File: config.mk
export PLATFORM = sky130hd
export DESIGN_NAME = pcoc_device_flat
export DESIGN_NICKNAME = d
export VERILOG_FILES = /design/src/pcoc_pkg.sv /design/src/pcoc_spi_if.sv /design/src/pcoc_device.sv /design/src/flat_wrapper.sv
export VERILOG_INCLUDE_DIRS = /design/src
export SDC_FILE = /design/constraint.sdc
export NUM_CORES = 1
export LEC_CHECK = 0
export ABC_CLOCK_PERIOD_IN_PS = 6100
export BUFFER_PORTS_ARGS = -buffer_cell sky130_fd_sc_hd__buf_2
export CAP_MARGIN = 20
export CORE_UTILIZATION = 60
export DETAILED_ROUTE_END_ITERATION = 10
export PLACE_DENSITY = 0.82
export SLEW_MARGIN = 40
export SYNTH_ARGS = -nofsm -noshare
export SYNTH_HDL_FRONTEND = slang
export SYNTH_SLANG_ARGS = --single-unit
export TNS_END_PERCENT = 50
File: constraint.sdc
create_clock -name clk_i -period 6.1 [get_ports clk_i]
set_clock_uncertainty 0.05 [all_clocks]
set_input_delay 0.61 -clock clk_i [delete_from_list [all_inputs] [get_ports clk_i]]
set_output_delay 0.61 -clock clk_i [all_outputs]
set_load 0.02 [all_outputs]
File: src/pcoc_consts.svh
// register offsets, field positions, reset values and timing counts of the control bank
`ifndef PCOC_CONSTS_SVH
`define PCOC_CONSTS_SVH

`define PCOC_ADDR_W 8
`define PCOC_DATA_W 24
`define PCOC_FRAME_BITS 32
`define PCOC_OFS_READ_CTRL 8'h00
`define PCOC_OFS_MAIN_CONTROL_TWO 8'h23
`define PCOC_OFS_SPARE_A 8'h24
`define PCOC_OFS_SPARE_B 8'h25
`define PCOC_OFS_SPARE_C 8'h26
`define PCOC_OFS_FACTORY_A 8'h27
`define PCOC_OFS_FACTORY_B 8'h28
`define PCOC_OFS_ALARM_PIN_CONTROL 8'h29

`define PCOC_BIT_READ_EN 0
`define PCOC_BIT_TOPOLOGY 11
`define PCOC_BIT_HIZ 10
`define PCOC_BIT_XTAL_OFF 9
`define PCOC_BIT_MUST_ONE_HI 17
`define PCOC_BIT_MUST_ONE_LO 8
`define PCOC_BIT_TX_PD 2
`define PCOC_BIT_RX_PD 1
`define PCOC_BIT_FE_PD 0
`define PCOC_BIT_CLKMON_EN 7

`define PCOC_RESET_MAIN_CONTROL_TWO 24'h000000
`define PCOC_RESET_ALARM_PIN_CONTROL 24'h000000
`define PCOC_RESET_READ_CTRL 24'h000000
// arbitrary values, stand-ins for per-device factory content
`define PCOC_FACTORY_A_VALUE 24'h5A5A5A
`define PCOC_FACTORY_B_VALUE 24'hA5A5A5

// serial clock half period and system clock period in ns, and the half period in system clock cycles
`define PCOC_HALF_PERIOD_NS 40
`define PCOC_CLK_PERIOD_NS 5
`define PCOC_HALF_CYCLES (`PCOC_HALF_PERIOD_NS / `PCOC_CLK_PERIOD_NS)

`endif

File: src/pcoc_pkg.sv
// state type of the host end of the control bank link
package pcoc_pkg;
    typedef enum logic [1:0] {
        PCOC_HOST_IDLE = 2'b00,
        PCOC_HOST_SETUP = 2'b01,
        PCOC_HOST_SHIFT = 2'b10,
        PCOC_HOST_TAIL = 2'b11
    } pcoc_host_state_type;
endpackage

File: src/pcoc_spi_if.sv
// serial link between host and control bank
`timescale 1ns/1ps
interface pcoc_spi_if;
    logic sclk;
    logic ste_n;
    logic simo;
    logic somi;
    logic somi_oe;
    logic somi_wire;

    // pulled high when the device releases the line
    assign somi_wire = somi_oe ? somi : 1'b1;

    modport device (input sclk, input ste_n, input simo, output somi, output somi_oe);
    modport host (output sclk, output ste_n, output simo, input somi_wire);
endinterface

File: src/pcoc_device.sv
// device end: control register bank with serial slave and pin control
//
// Overview of operation
// - topology bit 0 H-bridge, 1 push-pull
// - high-impedance bit floats all digital outputs
// - device floats its return line when link idle
// - crystal-disable bit stops oscillator, external clock
// - transmit power-down bit stops transmitter only
// - receive power-down bit stops receiver only
// - front-end power-down stops transmitter, receiver, diagnostics
// - main control register resets to zero
// - host writes only zeros to spares
// - host ignores factory register contents
// - alarm register holds only bit 7
// - bit 7 routes internal clocks onto alarm pins
`timescale 1ns/1ps
`include "pcoc_consts.svh"

module pcoc_device
    import pcoc_pkg::*;
(
    input wire logic clk_i,
    input wire logic reset_i,
    pcoc_spi_if.device spi,
    input wire logic fault_pd_alarm_i,
    input wire logic fault_led_alarm_i,
    input wire logic [7:0] internal_clocks_i,
    input wire logic [2:0] clock_to_alarm_pin_select_i,
    input wire logic osc_clock_i,
    output logic led_driver_topology_sel_o,
    output logic output_hiz_sel_o,
    output logic crystal_osc_off_o,
    output logic tx_off_o,
    output logic rx_off_o,
    output logic diag_off_o,
    output logic photodiode_alarm_pin_o,
    output logic photodiode_alarm_pin_oe_o,
    output logic led_alarm_pin_o,
    output logic led_alarm_pin_oe_o,
    output logic clock_out_pin_o,
    output logic clock_out_pin_oe_o
);

    ////////////////////////////////////////////////////////////////////////////
    // pin synchronisers
    logic sclk_s1, sclk_s2, sclk_s3;
    logic ste_s1, ste_s2;
    logic simo_s1, simo_s2;

    always_ff @(posedge clk_i or posedge reset_i) begin
        if (reset_i) begin
            sclk_s1 <= 1'b0;
            sclk_s2 <= 1'b0;
            sclk_s3 <= 1'b0;
            ste_s1 <= 1'b1;
            ste_s2 <= 1'b1;
            simo_s1 <= 1'b0;
            simo_s2 <= 1'b0;
        end else begin
            sclk_s1 <= spi.sclk;
            sclk_s2 <= sclk_s1;
            sclk_s3 <= sclk_s2;
            ste_s1 <= spi.ste_n;
            ste_s2 <= ste_s1;
            simo_s1 <= spi.simo;
            simo_s2 <= simo_s1;
        end
    end

    logic frame_active;
    logic sclk_rise;
    logic sclk_fall;

    assign frame_active = ~ste_s2;
    assign sclk_rise = sclk_s2 & ~sclk_s3;
    assign sclk_fall = ~sclk_s2 & sclk_s3;

    ////////////////////////////////////////////////////////////////////////////
    // register storage
    logic read_en;
    logic topology;
    logic hiz;
    logic xtal_off;
    logic tx_pd;
    logic rx_pd;
    logic fe_pd;
    logic clkmon_en;

    function automatic logic [`PCOC_DATA_W-1:0] read_value(input logic [`PCOC_ADDR_W-1:0] addr);
        logic [`PCOC_DATA_W-1:0] value;
        value = '0;
        case (addr)
            `PCOC_OFS_READ_CTRL: begin
                value[`PCOC_BIT_READ_EN] = read_en;
            end
            `PCOC_OFS_MAIN_CONTROL_TWO: begin
                value[`PCOC_BIT_TOPOLOGY] = topology;
                value[`PCOC_BIT_HIZ] = hiz;
                value[`PCOC_BIT_XTAL_OFF] = xtal_off;
                value[`PCOC_BIT_TX_PD] = tx_pd;
                value[`PCOC_BIT_RX_PD] = rx_pd;
                value[`PCOC_BIT_FE_PD] = fe_pd;
            end
            `PCOC_OFS_FACTORY_A: begin
                value = `PCOC_FACTORY_A_VALUE;
            end
            `PCOC_OFS_FACTORY_B: begin
                value = `PCOC_FACTORY_B_VALUE;
            end
            `PCOC_OFS_ALARM_PIN_CONTROL: begin
                value[`PCOC_BIT_CLKMON_EN] = clkmon_en;
            end
            default: begin
                value = '0;
            end
        endcase
        return value;
    endfunction

    ////////////////////////////////////////////////////////////////////////////
    // serial engine: 8 address bits then 24 data bits, msb first
    logic [5:0] bit_cnt, next_bit_cnt;
    logic [`PCOC_FRAME_BITS-1:0] shift_in, next_shift_in;
    logic [`PCOC_DATA_W-1:0] shift_out, next_shift_out;
    logic [`PCOC_ADDR_W-1:0] addr, next_addr;
    logic somi_oe, next_somi_oe;
    logic wr_strobe;
    logic [`PCOC_DATA_W-1:0] wr_data;

    always_comb begin
        next_bit_cnt = bit_cnt;
        next_shift_in = shift_in;
        next_shift_out = shift_out;
        next_addr = addr;
        wr_strobe = 1'b0;
        wr_data = {shift_in[`PCOC_DATA_W-2:0], simo_s2};
        if (!frame_active) begin
            next_bit_cnt = 6'h00;
        end else if (sclk_rise) begin
            next_shift_in = {shift_in[`PCOC_FRAME_BITS-2:0], simo_s2};
            next_bit_cnt = bit_cnt + 6'h01;
            if (bit_cnt == 6'(`PCOC_ADDR_W - 1)) begin
                next_addr = {shift_in[`PCOC_ADDR_W-2:0], simo_s2};
                next_shift_out = read_value({shift_in[`PCOC_ADDR_W-2:0], simo_s2});
            end
            // in read mode only the read control word stays writable
            if (bit_cnt == 6'(`PCOC_FRAME_BITS - 1)) begin
                wr_strobe = !read_en || (addr == `PCOC_OFS_READ_CTRL);
            end
        end else if (sclk_fall && bit_cnt >= 6'(`PCOC_ADDR_W + 1)) begin
            next_shift_out = {shift_out[`PCOC_DATA_W-2:0], 1'b0};
        end
        // return line floats outside reads and in high-impedance mode
        next_somi_oe = frame_active && read_en && !hiz && (next_bit_cnt >= 6'(`PCOC_ADDR_W));
    end

    always_ff @(posedge clk_i or posedge reset_i) begin
        if (reset_i) begin
            bit_cnt <= 6'h00;
            shift_in <= '0;
            shift_out <= '0;
            addr <= '0;
            somi_oe <= 1'b0;
        end else begin
            bit_cnt <= next_bit_cnt;
            shift_in <= next_shift_in;
            shift_out <= next_shift_out;
            addr <= next_addr;
            somi_oe <= next_somi_oe;
        end
    end

    assign spi.somi = shift_out[`PCOC_DATA_W-1];
    assign spi.somi_oe = somi_oe;

    ////////////////////////////////////////////////////////////////////////////
    // register writes; spares and factory words keep no written data
    logic next_read_en, next_topology, next_hiz, next_xtal_off;
    logic next_tx_pd, next_rx_pd, next_fe_pd, next_clkmon_en;

    always_comb begin
        next_read_en = read_en;
        next_topology = topology;
        next_hiz = hiz;
        next_xtal_off = xtal_off;
        next_tx_pd = tx_pd;
        next_rx_pd = rx_pd;
        next_fe_pd = fe_pd;
        next_clkmon_en = clkmon_en;
        if (wr_strobe) begin
            case (addr)
                `PCOC_OFS_READ_CTRL: begin
                    next_read_en = wr_data[`PCOC_BIT_READ_EN];
                end
                `PCOC_OFS_MAIN_CONTROL_TWO: begin
                    next_topology = wr_data[`PCOC_BIT_TOPOLOGY];
                    next_hiz = wr_data[`PCOC_BIT_HIZ];
                    next_xtal_off = wr_data[`PCOC_BIT_XTAL_OFF];
                    next_tx_pd = wr_data[`PCOC_BIT_TX_PD];
                    next_rx_pd = wr_data[`PCOC_BIT_RX_PD];
                    next_fe_pd = wr_data[`PCOC_BIT_FE_PD];
                end
                `PCOC_OFS_ALARM_PIN_CONTROL: begin
                    next_clkmon_en = wr_data[`PCOC_BIT_CLKMON_EN];
                end
                default: begin
                    next_read_en = read_en;
                end
            endcase
        end
    end

    always_ff @(posedge clk_i or posedge reset_i) begin
        if (reset_i) begin
            read_en <= 1'(`PCOC_RESET_READ_CTRL >> `PCOC_BIT_READ_EN);
            topology <= 1'(`PCOC_RESET_MAIN_CONTROL_TWO >> `PCOC_BIT_TOPOLOGY);
            hiz <= 1'(`PCOC_RESET_MAIN_CONTROL_TWO >> `PCOC_BIT_HIZ);
            xtal_off <= 1'(`PCOC_RESET_MAIN_CONTROL_TWO >> `PCOC_BIT_XTAL_OFF);
            tx_pd <= 1'(`PCOC_RESET_MAIN_CONTROL_TWO >> `PCOC_BIT_TX_PD);
            rx_pd <= 1'(`PCOC_RESET_MAIN_CONTROL_TWO >> `PCOC_BIT_RX_PD);
            fe_pd <= 1'(`PCOC_RESET_MAIN_CONTROL_TWO >> `PCOC_BIT_FE_PD);
            clkmon_en <= 1'(`PCOC_RESET_ALARM_PIN_CONTROL >> `PCOC_BIT_CLKMON_EN);
        end else begin
            read_en <= next_read_en;
            topology <= next_topology;
            hiz <= next_hiz;
            xtal_off <= next_xtal_off;
            tx_pd <= next_tx_pd;
            rx_pd <= next_rx_pd;
            fe_pd <= next_fe_pd;
            clkmon_en <= next_clkmon_en;
        end
    end

    ////////////////////////////////////////////////////////////////////////////
    // control outputs and pins
    logic next_pd_alarm, next_led_alarm, next_out_oe, next_clock_out;
    logic [2:0] led_sel;

    always_comb begin
        // second pin shows the neighbouring clock of the selection
        led_sel = clock_to_alarm_pin_select_i + 3'h1;
        if (clkmon_en) begin
            next_pd_alarm = internal_clocks_i[clock_to_alarm_pin_select_i];
            next_led_alarm = internal_clocks_i[led_sel];
        end else begin
            next_pd_alarm = fault_pd_alarm_i;
            next_led_alarm = fault_led_alarm_i;
        end
        next_out_oe = ~hiz;
        next_clock_out = osc_clock_i & ~xtal_off;
    end

    always_ff @(posedge clk_i or posedge reset_i) begin
        if (reset_i) begin
            led_driver_topology_sel_o <= 1'b0;
            output_hiz_sel_o <= 1'b0;
            crystal_osc_off_o <= 1'b0;
            tx_off_o <= 1'b0;
            rx_off_o <= 1'b0;
            diag_off_o <= 1'b0;
            photodiode_alarm_pin_o <= 1'b0;
            photodiode_alarm_pin_oe_o <= 1'b0;
            led_alarm_pin_o <= 1'b0;
            led_alarm_pin_oe_o <= 1'b0;
            clock_out_pin_o <= 1'b0;
            clock_out_pin_oe_o <= 1'b0;
        end else begin
            led_driver_topology_sel_o <= topology;
            output_hiz_sel_o <= hiz;
            crystal_osc_off_o <= xtal_off;
            tx_off_o <= tx_pd | fe_pd;
            rx_off_o <= rx_pd | fe_pd;
            diag_off_o <= fe_pd;
            photodiode_alarm_pin_o <= next_pd_alarm;
            photodiode_alarm_pin_oe_o <= next_out_oe;
            led_alarm_pin_o <= next_led_alarm;
            led_alarm_pin_oe_o <= next_out_oe;
            clock_out_pin_o <= next_clock_out;
            clock_out_pin_oe_o <= next_out_oe;
        end
    end

endmodule // pcoc_device

File: src/flat_wrapper.sv
// flat-port wrapper written by rule: the top's interface ports become plain ports
module pcoc_device_flat import pcoc_pkg::*;
  (clk_i, reset_i, fault_pd_alarm_i, fault_led_alarm_i, internal_clocks_i, clock_to_alarm_pin_select_i, osc_clock_i, led_driver_topology_sel_o, output_hiz_sel_o, crystal_osc_off_o, tx_off_o, rx_off_o, diag_off_o, photodiode_alarm_pin_o, photodiode_alarm_pin_oe_o, led_alarm_pin_o, led_alarm_pin_oe_o, clock_out_pin_o, clock_out_pin_oe_o, spi_sclk, spi_ste_n, spi_simo, spi_somi, spi_somi_oe);
  pcoc_spi_if spi_i ();
  input wire logic clk_i;
  input wire logic reset_i;
  input wire logic fault_pd_alarm_i;
  input wire logic fault_led_alarm_i;
  input wire logic [7:0] internal_clocks_i;
  input wire logic [2:0] clock_to_alarm_pin_select_i;
  input wire logic osc_clock_i;
  output logic led_driver_topology_sel_o;
  output logic output_hiz_sel_o;
  output logic crystal_osc_off_o;
  output logic tx_off_o;
  output logic rx_off_o;
  output logic diag_off_o;
  output logic photodiode_alarm_pin_o;
  output logic photodiode_alarm_pin_oe_o;
  output logic led_alarm_pin_o;
  output logic led_alarm_pin_oe_o;
  output logic clock_out_pin_o;
  output logic clock_out_pin_oe_o;
  input wire logic [$bits(spi_i.sclk)-1:0] spi_sclk;
  input wire logic [$bits(spi_i.ste_n)-1:0] spi_ste_n;
  input wire logic [$bits(spi_i.simo)-1:0] spi_simo;
  output wire logic [$bits(spi_i.somi)-1:0] spi_somi;
  output wire logic [$bits(spi_i.somi_oe)-1:0] spi_somi_oe;
  assign spi_i.sclk = spi_sclk;
  assign spi_i.ste_n = spi_ste_n;
  assign spi_i.simo = spi_simo;
  assign spi_somi = spi_i.somi;
  assign spi_somi_oe = spi_i.somi_oe;
  pcoc_device u_core (.clk_i(clk_i), .reset_i(reset_i), .spi(spi_i), .fault_pd_alarm_i(fault_pd_alarm_i), .fault_led_alarm_i(fault_led_alarm_i), .internal_clocks_i(internal_clocks_i), .clock_to_alarm_pin_select_i(clock_to_alarm_pin_select_i), .osc_clock_i(osc_clock_i), .led_driver_topology_sel_o(led_driver_topology_sel_o), .output_hiz_sel_o(output_hiz_sel_o), .crystal_osc_off_o(crystal_osc_off_o), .tx_off_o(tx_off_o), .rx_off_o(rx_off_o), .diag_off_o(diag_off_o), .photodiode_alarm_pin_o(photodiode_alarm_pin_o), .photodiode_alarm_pin_oe_o(photodiode_alarm_pin_oe_o), .led_alarm_pin_o(led_alarm_pin_o), .led_alarm_pin_oe_o(led_alarm_pin_oe_o), .clock_out_pin_o(clock_out_pin_o), .clock_out_pin_oe_o(clock_out_pin_oe_o));
endmodule
==> flow_metrics.tcl <==
set metrics [dict create \
    status "complete, no violations" \
    synth.distinct_cells 41 \
    ctsLongestPathBuffers 2 \
    synth-simple-area-share_pct 13.17 \
    min_period_ps 2371 \
    ant_nets 0 \
    avgViaCountPerCell 5.740 \
    cap_violations 0 \
    dr.first_iter.drc_count 201 \
    period_share_pct 38.86 \
    power_density_mw_per_mm2 270.5 \
    syn_inst 278 \
    die_y_um 75.49 \
    stdcell_area_mm2 0.003610 \
    die_w_um 75.49 \
    yosys_warnings 0 \
    slew_viol_final 0 \
    p_total_uw 976.4 \
    cts.clk_slew.worst_paths_ps 70 \
    syn_area_mm2 0.003241 \
    worstPathMaxFanout 35 \
    antenna_found_initial 0 \
    wl_per_cell_um 14.69 \
    setup-tns-final_ps 0 \
    cts_setup_buffers 0 \
    synth_flop_cell "dfrtp_1" \
    synth_edf_count 0 \
    critPathCaptureType "flop" \
    final_common_cell "dfrtp_1" \
    syn_avg_cell_area_um2 11.66 \
    cts_resized 0 \
    synth-seq-area-share_pct 57.99 \
    wirelength_mm 5.640 \
    cts-root-buf "clkbuf_8" \
    synth_top_family_by_area "multiplexers" \
    rsz0062_at_grt "no" \
    place_congestion 0.8371 \
    track_usage_pct 23.01 \
    globalRouteOverflowTotal 0 \
    hold_viol 0 \
    clock_sinks 75 \
    via_count 2204 \
    synthArstFlopShare_pct 100.0 \
    die_area_mm2 0.005699 \
    grt_pass1_vias 2028 \
    synth_compound_area_share_pct 9.537 \
    synth.area.mux_share_pct 13.44 \
    finalSetupViolCount 0 \
    rows 26 \
    start_util_pct 63.05 \
    holdBufCountCts 0 \
    max_clock_freq_ghz 0.4218 \
    grt_pass1_wl_mm 9.418 \
    ys_seq_elements 75 \
    nets 332 \
    final_util_pct 70.23 \
    start_kind "flop" \
    layout_common_cells "73 x dfrtp_1, 48 x a21oi_1, 32 x nor2_1, 32 x buf_2, 20 x mux2_2" \
    arrival_ps 2550 \
    dpl-instance-area_mm2 0.003442 \
    cts-htree-levels 3 \
    num_io_pins 33 \
    worst_slew_pin_slew_ps 647.0 \
    drive_gt1_share_pct 27.71 \
    peakVddDrop_mv 0.2505 \
    portBuffers 32 \
    synthAdderAreaFrac_pct 1.544 \
    synth.net_count 301 \
    numCtsBuffers 9 \
    crit_type "reg2reg" \
    clk_latency_ps 350 \
    grt_max_degree 76 \
    syn_to_final_growth_pct 11.39 \
    p_leak_uw 0.001680 \
    synth-xor-area-share_pct 0.8108 \
    min_path_type "reg2reg" \
    cts_tree "done" \
    antenna_cells 0 \
    coreArea_mm2 0.005140 \
    required_ps 6280 \
    dp_hpwl_mm 3.728 \
    drc 0 \
    maxSlewHeadroom_pct 56.87 \
    first_pass_iters 4 \
]
## final cells by class
cell class	count	area, um^2
clock buffer	14	152.6
clock inverter	2	12.51
fill	399	1530
inverter	8	30.03
multi-input combinational	179	1254
sequential	75	1879
tap	70	87.58
timing repair buffer	36	193.9
## power by group
group | internal, uW | switching (uW) | total [uW]
clock | 159 | 165 | 324
combinational | 44.4 | 37.8 | 82.2
sequential | 526 | 43.5 | 570
total | 730 | 247 | 976
## worst max-delay path: stages, from the launching register on
cell and delay (ps):
dfrtp_1 400, nand2b_1 150, buf_4 240, nor2_2 490, and4_1 540, mux2_2 390
## sequential cells by signal, indices dropped and copies added, names as in the netlist, 6 cells and up
name	cells
u_core.bit_cnt	6
u_core.addr	8
u_core.shift_out	24
u_core.shift_in	11
## per-layer routing
layer,track usage (%),wire length (um),vias to the layer above,share of wire [%]
li1,-,-,1051,-
met1,31.33,2642,1082,47
met2,34.13,2630,57,47
met3,6.085,225,14,4.0
met4,12.35,142,0,2.5
met5,0,0,-,0
## worst paths after layout
path	cells after the start	start	slack, ps	endpoint
worst max register to register	5	u_core.sclk_s3$_DFF_PP0_	3730	u_core.addr[2]$_DFFE_PP0P_
worst max-delay path	5	u_core.sclk_s3$_DFF_PP0_	3730	u_core.addr[2]$_DFFE_PP0P_
min in group asynchronous	3	reset_i	370	u_core.bit_cnt[3]$_DFF_PP0_
max in group asynchronous	3	reset_i	5180	u_core.shift_in[2]$_DFFE_PP0P_
worst min register to register	0	u_core.ste_s1$_DFF_PP1_	310	u_core.ste_s2$_DFF_PP1_
worst min-delay path	0	u_core.ste_s1$_DFF_PP1_	310	u_core.ste_s2$_DFF_PP1_
## cells in the mapped netlist (2+ instances only)
cell type / count / share of area (%)
buf_1: 2 / 0.23
nand2_1: 8 / 0.93
nand3b_1: 4 / 0.93
ha_1: 4 / 1.5
buf_6: 2 / 0.69
nor2_1: 33 / 3.8
nand4b_1: 2 / 0.54
nor4_1: 4 / 0.77
mux2_4: 6 / 2.8
or3_1: 3 / 0.58
or4_1: 2 / 0.46
xnor2_1: 2 / 0.54
mux2i_1: 3 / 0.93
o21ai_0: 4 / 0.62
nor4b_1: 2 / 0.54
nor3_1: 8 / 1.2
a21oi_1: 49 / 7.6
mux4_2: 4 / 2.8
or2_2: 2 / 0.39
dfstp_2: 2 / 1.6
clkbuf_1: 9 / 1.0
dfrtp_1: 73 / 56
inv_1: 8 / 0.93
mux2_2: 20 / 6.9
nand2b_1: 2 / 0.39
nor2b_1: 3 / 0.58
buf_4: 2 / 0.46
a221oi_1: 2 / 0.54
## logic make-up after synthesis
family,count (synthesis)
DFF,75
adders and majority gates,4
buffers and inverters,24
AOI/OAI and AO/OA,58
muxes,33
and+or+nand+nor,81
xor gates and xnor gates,3
## metrics by stage
stage	setup slack (ps)	std cells	hold slack, ps
2_1_floorplan	3533	278	281.2
3_3_place_gp	3583	368	282.5
3_5_place_dp	3472	368	294.2
4_1_cts	3452	384	295.9
5_1_grt	3517	384	298.2
6_report	3729	384	306.9
(Power assumes the default switching activity.)
